File: config.mk
export PLATFORM = sky130hd
export DESIGN_NAME = cpu_double_index_stack_exec
export DESIGN_NICKNAME = d
export VERILOG_FILES = /design/src/common/cpu_dx_pkg.sv /design/src/hdl/cpu_double_index_stack_exec.sv
export VERILOG_INCLUDE_DIRS = /design/src /design/src/common
export SDC_FILE = /design/constraint.sdc
export NUM_CORES = 1
export LEC_CHECK = 0
export CAP_MARGIN = 10
export CORE_MARGIN = 2
export CORE_UTILIZATION = 35
export CTS_CLUSTER_SIZE = 20
export DETAILED_ROUTE_END_ITERATION = 8
export DONT_BUFFER_PORTS = 1
export SYNTH_ARGS = -nofsm -noshare
export SYNTH_HDL_FRONTEND = slang
export SYNTH_SLANG_ARGS = --single-unit
File: constraint.sdc
create_clock -name core_clk -period 6.7 [get_ports core_clk]
set_input_delay 0.335 -clock core_clk [delete_from_list [all_inputs] [get_ports core_clk]]
set_output_delay 0.335 -clock core_clk [all_outputs]
set_load 0.1 [all_outputs]
File: src/common/cpu_dx_params.svh
`ifndef CPU_DX_PARAMS_SVH
`define CPU_DX_PARAMS_SVH
// ----------------------------------------------------------------
// Opcodes
// ----------------------------------------------------------------
`define OP_IDX_ADD_B  8'h3a
`define OP_DBL_SHL    8'h05
`define OP_DBL_SHR    8'h04
`define OP_UMUL       8'h3d
`define OP_IDX_PUSH   8'h3c
`define OP_IDX_PULL   8'h38
`define OP_IDX_TO_SP  8'h35
`define OP_SP_TO_IDX  8'h30
`define OP_NEVER_BR   8'h21
`define LO_IDX_CMP    4'hc
`define LO_SUB        4'h3
`define LO_LDD        4'hc
`define LO_DBL_STORE  4'hd
// ----------------------------------------------------------------
// Cycle counts, reset values and PC step
// ----------------------------------------------------------------
`define CYC_SHORT   4'h3
`define CYC_PUSH    4'h4
`define CYC_PULL    4'h5
`define CYC_ARITH   4'h4
`define CYC_LDD     4'h3
`define CYC_STORE   4'h4
`define UMUL_CYCLES 10
`define RST_SP      16'h00ff
`define PC_STEP     16'h0002
`endif

File: src/common/cpu_dx_pkg.sv
package cpu_dx_pkg;
    typedef enum logic [1:0] {
        ST_IDLE = 2'b01,
        ST_RUN  = 2'b10
    } state_t;
    typedef enum logic [3:0] {
        C_NONE, C_ADD_B, C_DADD, C_DSUB, C_XCMP, C_LDD, C_DSTORE, C_DSHL,
        C_DSHR, C_UMUL, C_PUSH, C_PULL, C_X2SP, C_SP2X, C_NEVER
    } op_class_t;
endpackage

File: src/hdl/cpu_double_index_stack_exec.sv
// Contract
// - Branch target: offset plus PC+2, carry propagates
// - Double accumulator is A high, B low
// - index_add_b adds unsigned B into index
// - double_add adds M:M+1 into double accumulator
// - double_shift_left: zero in, top bit to C
// - double_load reads A:B, sets flags
// - double_shift_right: zero in, bit 0 to C
// - unsigned_multiply: A times B into A:B
// - index_push: low then high, SP minus two
// - index_pull: high then low, SP plus two
// - double_store writes A then B, unchanged
// - double_subtract subtracts M:M+1 from accumulator
// - never_taken_branch: two bytes, three cycles, no jump
// - index_compare sets N Z V C from X-M
// - index_to_stack: SP gets index minus one
// - stack_to_index: index gets SP plus one
`timescale 1ns/1ps
`default_nettype none
`include "cpu_dx_params.svh"
module cpu_double_index_stack_exec #(
    parameter int unsigned UMUL_CYC = `UMUL_CYCLES
) (
    // Clock and reset
    input  wire logic                   core_clk,
    input  wire logic                   reset,
    // Decode side
    input  wire logic                   start,
    input  wire logic [7:0]             opcode,
    input  wire logic [15:0]            operand,
    input  wire logic [15:0]            pc,
    input  wire logic [7:0]             rel_offset,
    output logic                        busy,
    output logic                        done,
    output logic                        claimed,
    output logic [15:0]                 branch_target,
    // Register load from neighbouring blocks
    input  wire logic                   reg_load,
    input  wire logic [7:0]             load_a,
    input  wire logic [7:0]             load_b,
    input  wire logic [15:0]            load_x,
    input  wire logic [15:0]            load_sp,
    input  wire logic [3:0]             load_nzvc,
    // Register state
    output logic [7:0]                  accumulator_a,
    output logic [7:0]                  accumulator_b,
    output logic [15:0]                 index_reg,
    output logic [15:0]                 stack_ptr,
    output logic [3:0]                  nzvc,
    // Memory bus
    output logic [15:0]                 mem_addr,
    output logic [7:0]                  mem_wdata,
    output logic                        mem_we,
    output logic                        mem_re,
    input  wire logic [7:0]             mem_rdata
);
    import cpu_dx_pkg::*;

    // ----------------------------------------------------------------
    // Decode
    // ----------------------------------------------------------------
    function automatic op_class_t classify(input logic [7:0] op);
        logic [3:0] hi;
        logic [3:0] lo;
        hi = op[7:4];
        lo = op[3:0];
        classify = C_NONE;
        case (op)
            `OP_IDX_ADD_B: classify = C_ADD_B;
            `OP_DBL_SHL:   classify = C_DSHL;
            `OP_DBL_SHR:   classify = C_DSHR;
            `OP_UMUL:      classify = C_UMUL;
            `OP_IDX_PUSH:  classify = C_PUSH;
            `OP_IDX_PULL:  classify = C_PULL;
            `OP_IDX_TO_SP: classify = C_X2SP;
            `OP_SP_TO_IDX: classify = C_SP2X;
            `OP_NEVER_BR:  classify = C_NEVER;
            default: begin
                if (hi[3] && !hi[2] && lo == `LO_IDX_CMP) classify = C_XCMP;
                if (hi[3] && !hi[2] && lo == `LO_SUB) classify = C_DSUB;
                if (hi[3] && hi[2] && lo == `LO_SUB)  classify = C_DADD;
                if (hi[3] && hi[2] && lo == `LO_LDD)  classify = C_LDD;
                if (hi[3] && hi[2] && hi[1:0] != 2'b00 && lo == `LO_DBL_STORE) begin
                    classify = C_DSTORE;
                end
            end
        endcase
    endfunction

    // Memory-operand forms cost one cycle more for direct, two for indexed/extended; stores add none for direct, one for indexed/extended
    function automatic logic [3:0] cycles(input op_class_t c, input logic [1:0] md);
        logic [3:0] extra;
        extra = (md == 2'b00) ? 4'h0 : ((md == 2'b01) ? 4'h1 : 4'h2);
        case (c)
            C_DADD, C_DSUB, C_XCMP: cycles = `CYC_ARITH + extra;
            C_LDD:                  cycles = `CYC_LDD + extra;
            C_DSTORE:               cycles = `CYC_STORE + extra - 4'h1;
            C_PUSH:                 cycles = `CYC_PUSH;
            C_PULL:                 cycles = `CYC_PULL;
            C_UMUL:                 cycles = 4'(UMUL_CYC);
            default:               cycles = `CYC_SHORT;
        endcase
    endfunction

    state_t      state;
    op_class_t   cls;
    logic [1:0]  mode;
    logic [3:0]  cnt;
    logic [3:0]  total;
    logic [15:0] ea;
    logic [7:0]  hold_hi;
    logic [7:0]  hold_lo;

    wire op_class_t cls_in  = classify(opcode);
    wire logic      go      = start && state == ST_IDLE && cls_in != C_NONE;
    wire logic      last    = state == ST_RUN && cnt == total - 4'h1;
    wire logic      reads   = (cls == C_DADD || cls == C_DSUB || cls == C_XCMP ||
                               cls == C_LDD) && mode != 2'b00;

    assign busy    = state == ST_RUN;
    assign claimed = cls_in != C_NONE;
    assign done    = last;

    // ----------------------------------------------------------------
    // Relative branch target
    // ----------------------------------------------------------------
    // Low byte sum first, then carry or borrow fixes the high byte
    wire logic [15:0] pc_next = pc + `PC_STEP;
    wire logic [8:0]  lo_sum  = {1'b0, pc_next[7:0]} + {1'b0, rel_offset};
    wire logic [7:0]  hi_adj  = rel_offset[7] ? (lo_sum[8] ? 8'h00 : 8'hff)
                                              : {7'h00, lo_sum[8]};
    wire logic [15:0] tgt     = {pc_next[15:8] + hi_adj, lo_sum[7:0]};

    // ----------------------------------------------------------------
    // Arithmetic
    // ----------------------------------------------------------------
    wire logic [15:0] acc_d   = {accumulator_a, accumulator_b};
    wire logic [7:0]  lo_byte = (cnt == 4'h3) ? mem_rdata : hold_lo;
    wire logic [15:0] mem_w   = (mode == 2'b00) ? operand : {hold_hi, lo_byte};
    wire logic [15:0] lhs     = (cls == C_XCMP) ? index_reg : acc_d;
    wire logic [16:0] add_r   = {1'b0, acc_d} + {1'b0, mem_w};
    wire logic [16:0] sub_r   = {1'b0, lhs} - {1'b0, mem_w};
    wire logic [15:0] prod    = accumulator_a * accumulator_b;
    wire logic [15:0] shl     = {acc_d[14:0], 1'b0};
    wire logic [15:0] shr     = {1'b0, acc_d[15:1]};
    wire logic        add_v   = acc_d[15] == mem_w[15] && add_r[15] != acc_d[15];
    wire logic        sub_v   = lhs[15] != mem_w[15] && sub_r[15] != lhs[15];

    logic [15:0] next_d;
    logic [3:0]  next_f;
    always_comb begin
        next_d = acc_d;
        next_f = nzvc;
        case (cls)
            C_DADD: begin
                next_d = add_r[15:0];
                next_f = {add_r[15], add_r[15:0] == 16'h0000, add_v, add_r[16]};
            end
            C_DSUB: begin
                next_d = sub_r[15:0];
                next_f = {sub_r[15], sub_r[15:0] == 16'h0000, sub_v, sub_r[16]};
            end
            C_XCMP: next_f = {sub_r[15], sub_r[15:0] == 16'h0000, sub_v, sub_r[16]};
            C_LDD: begin
                next_d = mem_w;
                next_f = {mem_w[15], mem_w == 16'h0000, 1'b0, nzvc[0]};
            end
            C_DSHL: begin
                next_d = shl;
                next_f = {shl[15], shl == 16'h0000, shl[15] ^ acc_d[15], acc_d[15]};
            end
            C_DSHR: begin
                next_d = shr;
                next_f = {1'b0, shr == 16'h0000, acc_d[0], acc_d[0]};
            end
            C_UMUL: begin
                next_d = prod;
                next_f = {nzvc[3:1], prod[7]};
            end
            default: begin
                next_d = acc_d;
                next_f = nzvc;
            end
        endcase
    end

    // ----------------------------------------------------------------
    // Memory bus
    // ----------------------------------------------------------------
    // Reads return data one cycle after the strobe
    wire logic st_wr = cls == C_DSTORE && (cnt == 4'h1 || cnt == 4'h2);
    wire logic ps_wr = cls == C_PUSH && (cnt == 4'h1 || cnt == 4'h2);
    wire logic ld_rd = reads && (cnt == 4'h1 || cnt == 4'h2);
    wire logic pl_rd = cls == C_PULL && (cnt == 4'h2 || cnt == 4'h3);

    assign mem_we    = busy && (st_wr || ps_wr);
    assign mem_re    = busy && (ld_rd || pl_rd);
    assign mem_addr  = (cls == C_PUSH || cls == C_PULL) ? stack_ptr
                     : ((cnt == 4'h2) ? ea + 16'h0001 : ea);
    assign mem_wdata = (cls == C_PUSH) ? ((cnt == 4'h1) ? index_reg[7:0] : index_reg[15:8])
                     : ((cnt == 4'h1) ? accumulator_a : accumulator_b);

    // ----------------------------------------------------------------
    // Sequencer
    // ----------------------------------------------------------------
    always_ff @(posedge core_clk) begin
        if (reset) begin
            state <= ST_IDLE;
            cls   <= C_NONE;
            mode  <= 2'b00;
            cnt   <= 4'h0;
            total <= 4'h0;
            ea    <= 16'h0000;
        end else if (go) begin
            state <= ST_RUN;
            cls   <= cls_in;
            mode  <= opcode[5:4];
            cnt   <= 4'h1;
            total <= cycles(cls_in, opcode[5:4]);
            ea    <= operand;
        end else if (last) begin
            state <= ST_IDLE;
            cls   <= C_NONE;
        end else if (busy) begin
            cnt <= cnt + 4'h1;
        end
    end

    always_ff @(posedge core_clk) begin
        if (reset) begin
            branch_target <= 16'h0000;
            hold_hi       <= 8'h00;
            hold_lo       <= 8'h00;
        end else begin
            if (go) branch_target <= tgt;
            if (busy && cnt == 4'h2) hold_hi <= mem_rdata;
            if (busy && cnt == 4'h3) hold_lo <= mem_rdata;
        end
    end

    // ----------------------------------------------------------------
    // Register file
    // ----------------------------------------------------------------
    always_ff @(posedge core_clk) begin
        if (reset) begin
            accumulator_a <= 8'h00;
            accumulator_b <= 8'h00;
            index_reg     <= 16'h0000;
            stack_ptr     <= `RST_SP;
            nzvc          <= 4'h0;
        end else if (reg_load && !busy) begin
            accumulator_a <= load_a;
            accumulator_b <= load_b;
            index_reg     <= load_x;
            stack_ptr     <= load_sp;
            nzvc          <= load_nzvc;
        end else if (busy) begin
            if (ps_wr) stack_ptr <= stack_ptr - 16'h0001;
            if (cls == C_PULL && cnt <= 4'h2) stack_ptr <= stack_ptr + 16'h0001;
            if (last) begin
                {accumulator_a, accumulator_b} <= next_d;
                nzvc <= next_f;
                case (cls)
                    C_ADD_B: index_reg <= index_reg + {8'h00, accumulator_b};
                    C_X2SP:  stack_ptr <= index_reg - 16'h0001;
                    C_SP2X:  index_reg <= stack_ptr + 16'h0001;
                    // Pull reads start a cycle late, so its high byte sits in hold_lo
                    C_PULL:  index_reg <= {hold_lo, mem_rdata};
                    default: index_reg <= index_reg;
                endcase
            end
        end
    end
endmodule
`default_nettype wire

==> impl_metrics.json, run 1 <==
{
  "status": "completed",
  "io_pins": 209,
  "avgSynthCellArea_um2": 7.47,
  "num_rows": 71,
  "fin_util": 0.399,
  "critical_path_buf_inv_count": 3,
  "grt.overflow.total": 0,
  "leakage_nw": 6.17,
  "grt_pass1_vias": 13400,
  "finalMaxSlewViolations": 0,
  "start_kind": "flop",
  "drc": 0,
  "mostFrequentLayoutCells": "222 x nand2_1, 154 x a21oi_1, 148 x nor2_1, 103 x dfxtp_1, 102 x ha_1",
  "drv_cap": 0,
  "cp_cell_sequence": "nand2_1 -> fa_1 -> fa_1 -> inv_1 -> fa_1 -> inv_1 -> fa_1 -> inv_1 -> ha_1 -> o21ai_0 -> nor2_1 -> nor4_1 -> o41a_1 -> o21ai_0 -> xor2_1 -> a221oi_1 -> nor4_1",
  "cts_root_buffer": "clkbuf_16",
  "antenna_found_initial": 0,
  "cts.clk_slew.worst_paths_ns": 0.08,
  "finalHoldViolations": 0,
  "end_kind": "flop",
  "htreeDepth": 4,
  "routed_wl_um": 51900,
  "cts_tree": "done",
  "seq_area_frac_synth": 0.172,
  "ys_ff_latch": 116,
  "syn-num-nets": 2062,
  "final_common_cell": "nand2_1",
  "route.met2.wl_um": 22500,
  "yosysUniqueCellTypes": 83,
  "final_cells": 2318,
  "reg2reg_depth": 17,
  "max_freq_ghz": 0.184,
  "fill_cells": 3992,
  "grt_use_total": 0.253,
  "first_iter_violations": 1421,
  "async_reset_ff_frac": 0,
  "min_to": "hold_lo[7]",
  "start_util": 0.357,
  "finalPower_mw": 2.76,
  "vias": 13900,
  "wl_per_cell_um": 22.4,
  "antenna_left": 0,
  "cp_top_family": "adder cells",
  "syn-cell-area_um2": 13500,
  "tightest_slew_ns": 1.25,
  "core_area_um2": 37800,
  "clockBufferDepth": 2,
  "worstPathRequired_ns": 7.04,
  "worstHoldStart": "mem_rdata[7]",
  "dr.pass1.iters": 6,
  "holdPathStages": 2,
  "slowest_delay_ns": 0.98,
  "hp-class": "in2reg",
  "r2r_slack_ns": 1.28,
  "antenna_cells": 0,
  "regToRegStartpoint": "accumulator_a[1]",
  "hpwl_um": 39300,
  "path_max_fanout": 16,
  "crit_top_cell": "fa_1",
  "slew_headroom": 0.158,
  "postSynthCellCount": 1807,
  "cts_buffers": 17,
  "grt_start_max_net_pins": 79,
  "dieArea_um2": 40200,
  "powerDensity_nw_per_um2": 183,
  "rsz0062_at_grt": "no",
  "reg2reg_to": "accumulator_a[5]",
  "final-setup-viol-count": 0,
  "worst_hold_slack_ns": 0.0165,
  "register_area_um2": 2340,
  "hold_buffers": 2,
  "insertion_delay_ns": 0.45,
  "die_w_um": 200,
  "via_per_inst": 5.99,
  "grt_pass1_wl_um": 79600,
  "multiInputGateArea_um2": 10500,
  "fin_crit_sh": 0.809,
  "fin_tns_setup_ns": 0,
  "wl_met3_um": 6290,
  "ctsResizeCount": 0,
  "num-nets-final": 2049,
  "slowest_stage": "dfxtp_2",
  "synth_edf_count": 0,
  "m1WireLength_um": 21500,
  "top_layer": "met4",
  "crit_type": "reg2reg",
  "post-route-min-period_ns": 5.42,
  "vdd_drop_max_uv": 171,
  "dieHeight_um": 200,
  "postCtsSetupBuffers": 0,
  "place_congestion": 0.972,
  "io_buffers": 0,
  "area_growth_pct": 11.8,
  "dp.cells": 2283,
  "drive_above_1_share": 0.108,
  "cp.arrival_ns": 5.77,
  "cts_sinks": 116,
  "ys_warn_count": 0,
  "fin_skew_ns": 0.0233,
  "ys.flop_type": "dfxtp_1"
}
## layout make-up
cell class | instances | share of cell area
clock buffers | 19 | 0.0300
well taps | 511 | 0.0424
inverters | 97 | 0.0241
clock inverters | 13 | 0.00970
flip-flops and latches | 116 | 0.155
repair buffers | 88 | 0.0464
multi-input cells | 1474 | 0.692
## power by group
| group | internal, mW | switching [mW] | total [mW] |
|---|---|---|---|
| clock | 0.572 | 0.382 | 0.954 |
| combinational | 0.316 | 0.654 | 0.970 |
| sequential | 0.722 | 0.113 | 0.835 |
| total | 1.61 | 1.15 | 2.76 |
## Yosys cell counts, types with 9 or more instances
| library cell | count | area [um2] |
|---|---|---|
| xnor2_1 | 77 | 674 |
| and3_1 | 22 | 138 |
| o21ai_0 | 63 | 315 |
| ha_1 | 102 | 1280 |
| fa_1 | 41 | 821 |
| a211oi_1 | 32 | 240 |
| nor2b_1 | 13 | 81.3 |
| nor2_1 | 149 | 559 |
| nor3_1 | 37 | 185 |
| dfxtp_1 | 116 | 2320 |
| o21a_1 | 13 | 97.6 |
| a22oi_1 | 17 | 128 |
| mux2i_1 | 29 | 290 |
| nand3_1 | 44 | 220 |
| nand2_1 | 222 | 833 |
| a21oi_1 | 171 | 856 |
| nand4_1 | 14 | 87.6 |
| nand2b_1 | 15 | 93.8 |
| xor2_1 | 55 | 482 |
| inv_1 | 96 | 360 |
| a31oi_1 | 17 | 106 |
| a21o_1 | 25 | 188 |
| clkbuf_1 | 103 | 387 |
| buf_2 | 9 | 45.0 |
| mux2_2 | 15 | 169 |
| o211ai_1 | 24 | 180 |
| a221oi_1 | 18 | 158 |
| and2_1 | 61 | 382 |
| or3_1 | 10 | 62.6 |
| nor4_1 | 27 | 169 |
## how the worst max path moves through the flow
| stage | from | to | slack [ns] | cells after the start |
|---|---|---|---|---|
| finish | accumulator_a[1] | accumulator_a[5] | 1.28 | 17 |
| global route | accumulator_a[1] | accumulator_a[5] | 0.90 | 17 |
| CTS | accumulator_a[1] | accumulator_a[5] | 1.29 | 17 |
| floorplan | accumulator_b[7] | accumulator_a[5] | 1.27 | 18 |
| global placement | accumulator_a[1] | accumulator_a[5] | 1.36 | 17 |
| detailed placement | accumulator_a[1] | accumulator_a[5] | 1.32 | 17 |
## cells by family (layout without fill, tap and decap cells)
logic type / count (synthesis) / count (layout) / share of synthesized area
buffers and inverters: 217 / 217 / 0.0617
AND/OR/NAND/NOR: 664 / 664 / 0.242
AO/OA/AOI/OAI: 482 / 482 / 0.234
flip-flops: 116 / 116 / 0.172
XOR/XNOR: 133 / 133 / 0.0874
adder cells (fa/ha/maj): 143 / 143 / 0.155
multiplexers: 52 / 52 / 0.0474
## layer usage
metal,vias to the layer above,GRT usage
met5,-,0
met3,118,0.0827
met2,758,0.387
li1,6440,-
met1,6558,0.332
met4,0,0.0876
## stage by stage
| step | setup WS [ns] | area, um2 |
|---|---|---|
| 3_3_place_gp | 1.36 | 14500 |
| 2_1_floorplan | 1.27 | 13500 |
| 5_1_grt | 0.895 | 15100 |
| 4_1_cts | 1.29 | 15100 |
| 3_5_place_dp | 1.32 | 14500 |
| 6_report | 1.28 | 15100 |
Power figures use the tool's default switching activity.
==> inputs of run 2 (changes only) <==
- clock period: 6.7 -> 5 ns (I/O delays scaled with it)
==> run 2 against run 1 <==
  * Maximum frequency rose by 15%
  * Register-to-register slack got worse by 1.0 ns
  * Power rose by 33%
  * Setup slack lost 1.0 ns
  * Clock power grew 26%
  * Critical path type unchanged
  * Largest power group unchanged
  * Global-route usage grew 0.96 points
  * Sequential power is 29% higher
  * Critical endpoint is now accumulator_a[3]
  * Utilization grew 1.4 points
  * Sequential share of layout area down 0.41 points
==> impl_metrics.json, run 2 (synthesis gave the netlist of run 1 again) <==
{
  "post-route-min-period_ns": 4.73,
  "powerDensity_nw_per_um2": 235,
  "cts_root_buffer": "clkbuf_16",
  "drv_cap": 0,
  "grt_use_total": 0.262,
  "dieArea_um2": 40200,
  "worstHoldStart": "mem_rdata[7]",
  "fin_tns_setup_ns": 0,
  "tightest_slew_ns": 1.13,
  "crit_top_cell": "fa_1",
  "fin_crit_sh": 0.946,
  "slew_headroom": 0.243,
  "wl_per_cell_um": 22.7,
  "grt_pass1_vias": 13600,
  "antenna_found_initial": 1,
  "fin_skew_ns": 0.0138,
  "cts.clk_slew.worst_paths_ns": 0.06,
  "finalPower_mw": 3.67,
  "pre_cts_slack_ns": 0.245,
  "final-setup-viol-count": 0,
  "slowest_stage": "fa_1",
  "crit_type": "reg2reg",
  "fill_cells": 3915,
  "die_w_um": 200,
  "first_iter_violations": 1370,
  "cp.arrival_ns": 5.04,
  "routed_wl_um": 54100,
  "fin_area_um2": 15600,
  "antenna_left": 0,
  "postPlaceCellArea_um2": 14700,
  "p_clk_frac": 0.327,
  "slowest_delay_ns": 0.53,
  "p_int_mw": 2.12,
  "reg2reg_to": "accumulator_a[3]",
  "end_kind": "flop",
  "drc": 0,
  "register_area_um2": 2360,
  "p_comb_frac": 0.378,
  "area_growth_pct": 15.8,
  "mostFrequentLayoutCells": "222 x nand2_1, 154 x a21oi_1, 148 x nor2_1, 108 x buf_4, 102 x ha_1",
  "status": "completed",
  "start_util": 0.357,
  "max_freq_ghz": 0.211,
  "start_kind": "flop",
  "power.switching_mw": 1.54,
  "worstPathRequired_ns": 5.31,
  "cp_top_family": "adder cells",
  "regToRegStartpoint": "accumulator_a[4]",
  "cts_buffers": 17,
  "r2r_slack_ns": 0.27,
  "holdPathStages": 2,
  "io_pins": 209,
  "setup_ws_ns": 0.270,
  "dieHeight_um": 200,
  "num-nets-final": 2110,
  "dr.pass1.iters": 5,
  "final_common_cell": "nand2_1",
  "min_to": "index_reg[7]",
  "multiInputGateArea_um2": 10500,
  "insertion_delay_ns": 0.43,
  "antenna_cells": 0,
  "place_congestion": 0.985,
  "cts_sinks": 116,
  "grt_pass1_wl_um": 82000,
  "via_per_inst": 5.95,
  "hp-class": "in2reg",
  "postCtsSetupBuffers": 0,
  "power_switching_share": 0.421,
  "io_buffers": 0,
  "drive_above_1_share": 0.119,
  "path_max_fanout": 10,
  "leakage_nw": 6.44,
  "power_frac_seq": 0.295,
  "cp_cell_sequence": "nand2_1 -> fa_1 -> fa_1 -> inv_1 -> fa_1 -> inv_1 -> fa_1 -> inv_1 -> ha_1 -> o21ai_0 -> nor2_1 -> nor4_2 -> o41a_1 -> xnor2_1 -> a221oi_1 -> nor4_1",
  "hpwl_um": 41200,
  "rsz0062_at_grt": "no",
  "num_rows": 71,
  "grt.overflow.total": 0,
  "reg2reg_depth": 16,
  "critical_path_buf_inv_count": 3,
  "grt_start_max_net_pins": 93,
  "core_area_um2": 37800,
  "finalMaxSlewViolations": 0,
  "finalHoldViolations": 0,
  "vdd_drop_max_uv": 219,
  "vias": 14200,
  "clockBufferDepth": 2,
  "htreeDepth": 4,
  "cts_tree": "done"
}
## run 2: changes by cell type in the layout (fill, tap and decap cells not counted), sizes merged
cell         change
buf             +24
bufinv           -1
clkbuf           +2
clkinvlp         -1
dlygate4sd3     +37
## run 2: power groups by stage
| stage | logic [mW] | clock network [mW] | registers [mW] |
|---|---|---|---|
| 2_1_floorplan | 0.834 | 0 | 1.26 |
| 3_3_place_gp | 1.31 | 0 | 1.10 |
| 3_5_place_dp | 1.31 | 0 | 1.10 |
| 4_1_cts | 1.36 | 1.20 | 1.08 |
| 5_1_grt | 1.48 | 1.24 | 1.09 |
| 6_report | 1.39 | 1.20 | 1.08 |
## run 2: what timing repair did
action	CTS	global route
hold buffers	39	0
setup endpoints to repair	0	1
hold endpoints to repair	93	0
gates resized for setup	0	3
## run 2: metrics by stage
| step | hold WS [ns] | instances | utilization |
|---|---|---|---|
| 5_1_grt | 0.0129 | 2379 | 0.413 |
| 2_1_floorplan | 0.386 | 1807 | - |
| 3_5_place_dp | 0.335 | 2308 | 0.387 |
| 4_1_cts | 0.00120 | 2379 | 0.413 |
| 6_report | 0.0114 | 2379 | 0.413 |
| 3_3_place_gp | 0.331 | 2308 | 0.387 |
## run 2: how the worst max path moves through the flow
stage / cells after the start / to / from / slack, ns
floorplan: 18 / accumulator_a[5] / accumulator_a[2] / 0.004
global route: 17 / accumulator_a[5] / accumulator_a[4] / 0.01
finish: 16 / accumulator_a[3] / accumulator_a[4] / 0.27
CTS: 17 / accumulator_a[5] / accumulator_a[1] / 0.22
global placement: 19 / accumulator_a[5] / accumulator_b[5] / 0.28
detailed placement: 19 / accumulator_a[5] / accumulator_b[5] / 0.25
## run 2: layer usage
layer	up-vias	track usage	wire length [um]
met2	730	0.411	24000
li1	6561	-	-
met5	-	0	0
met4	0	0.0767	1390
met3	104	0.0827	5980
met1	6770	0.345	22700
## run 2: cell type report
type	count	share of cell area
clock inverter	11	0.00640
inverter	97	0.0233
timing repair buffer	149	0.0804
clock buffer	21	0.0288
tap	511	0.0409
sequential	116	0.151
multi-input combinational	1474	0.669
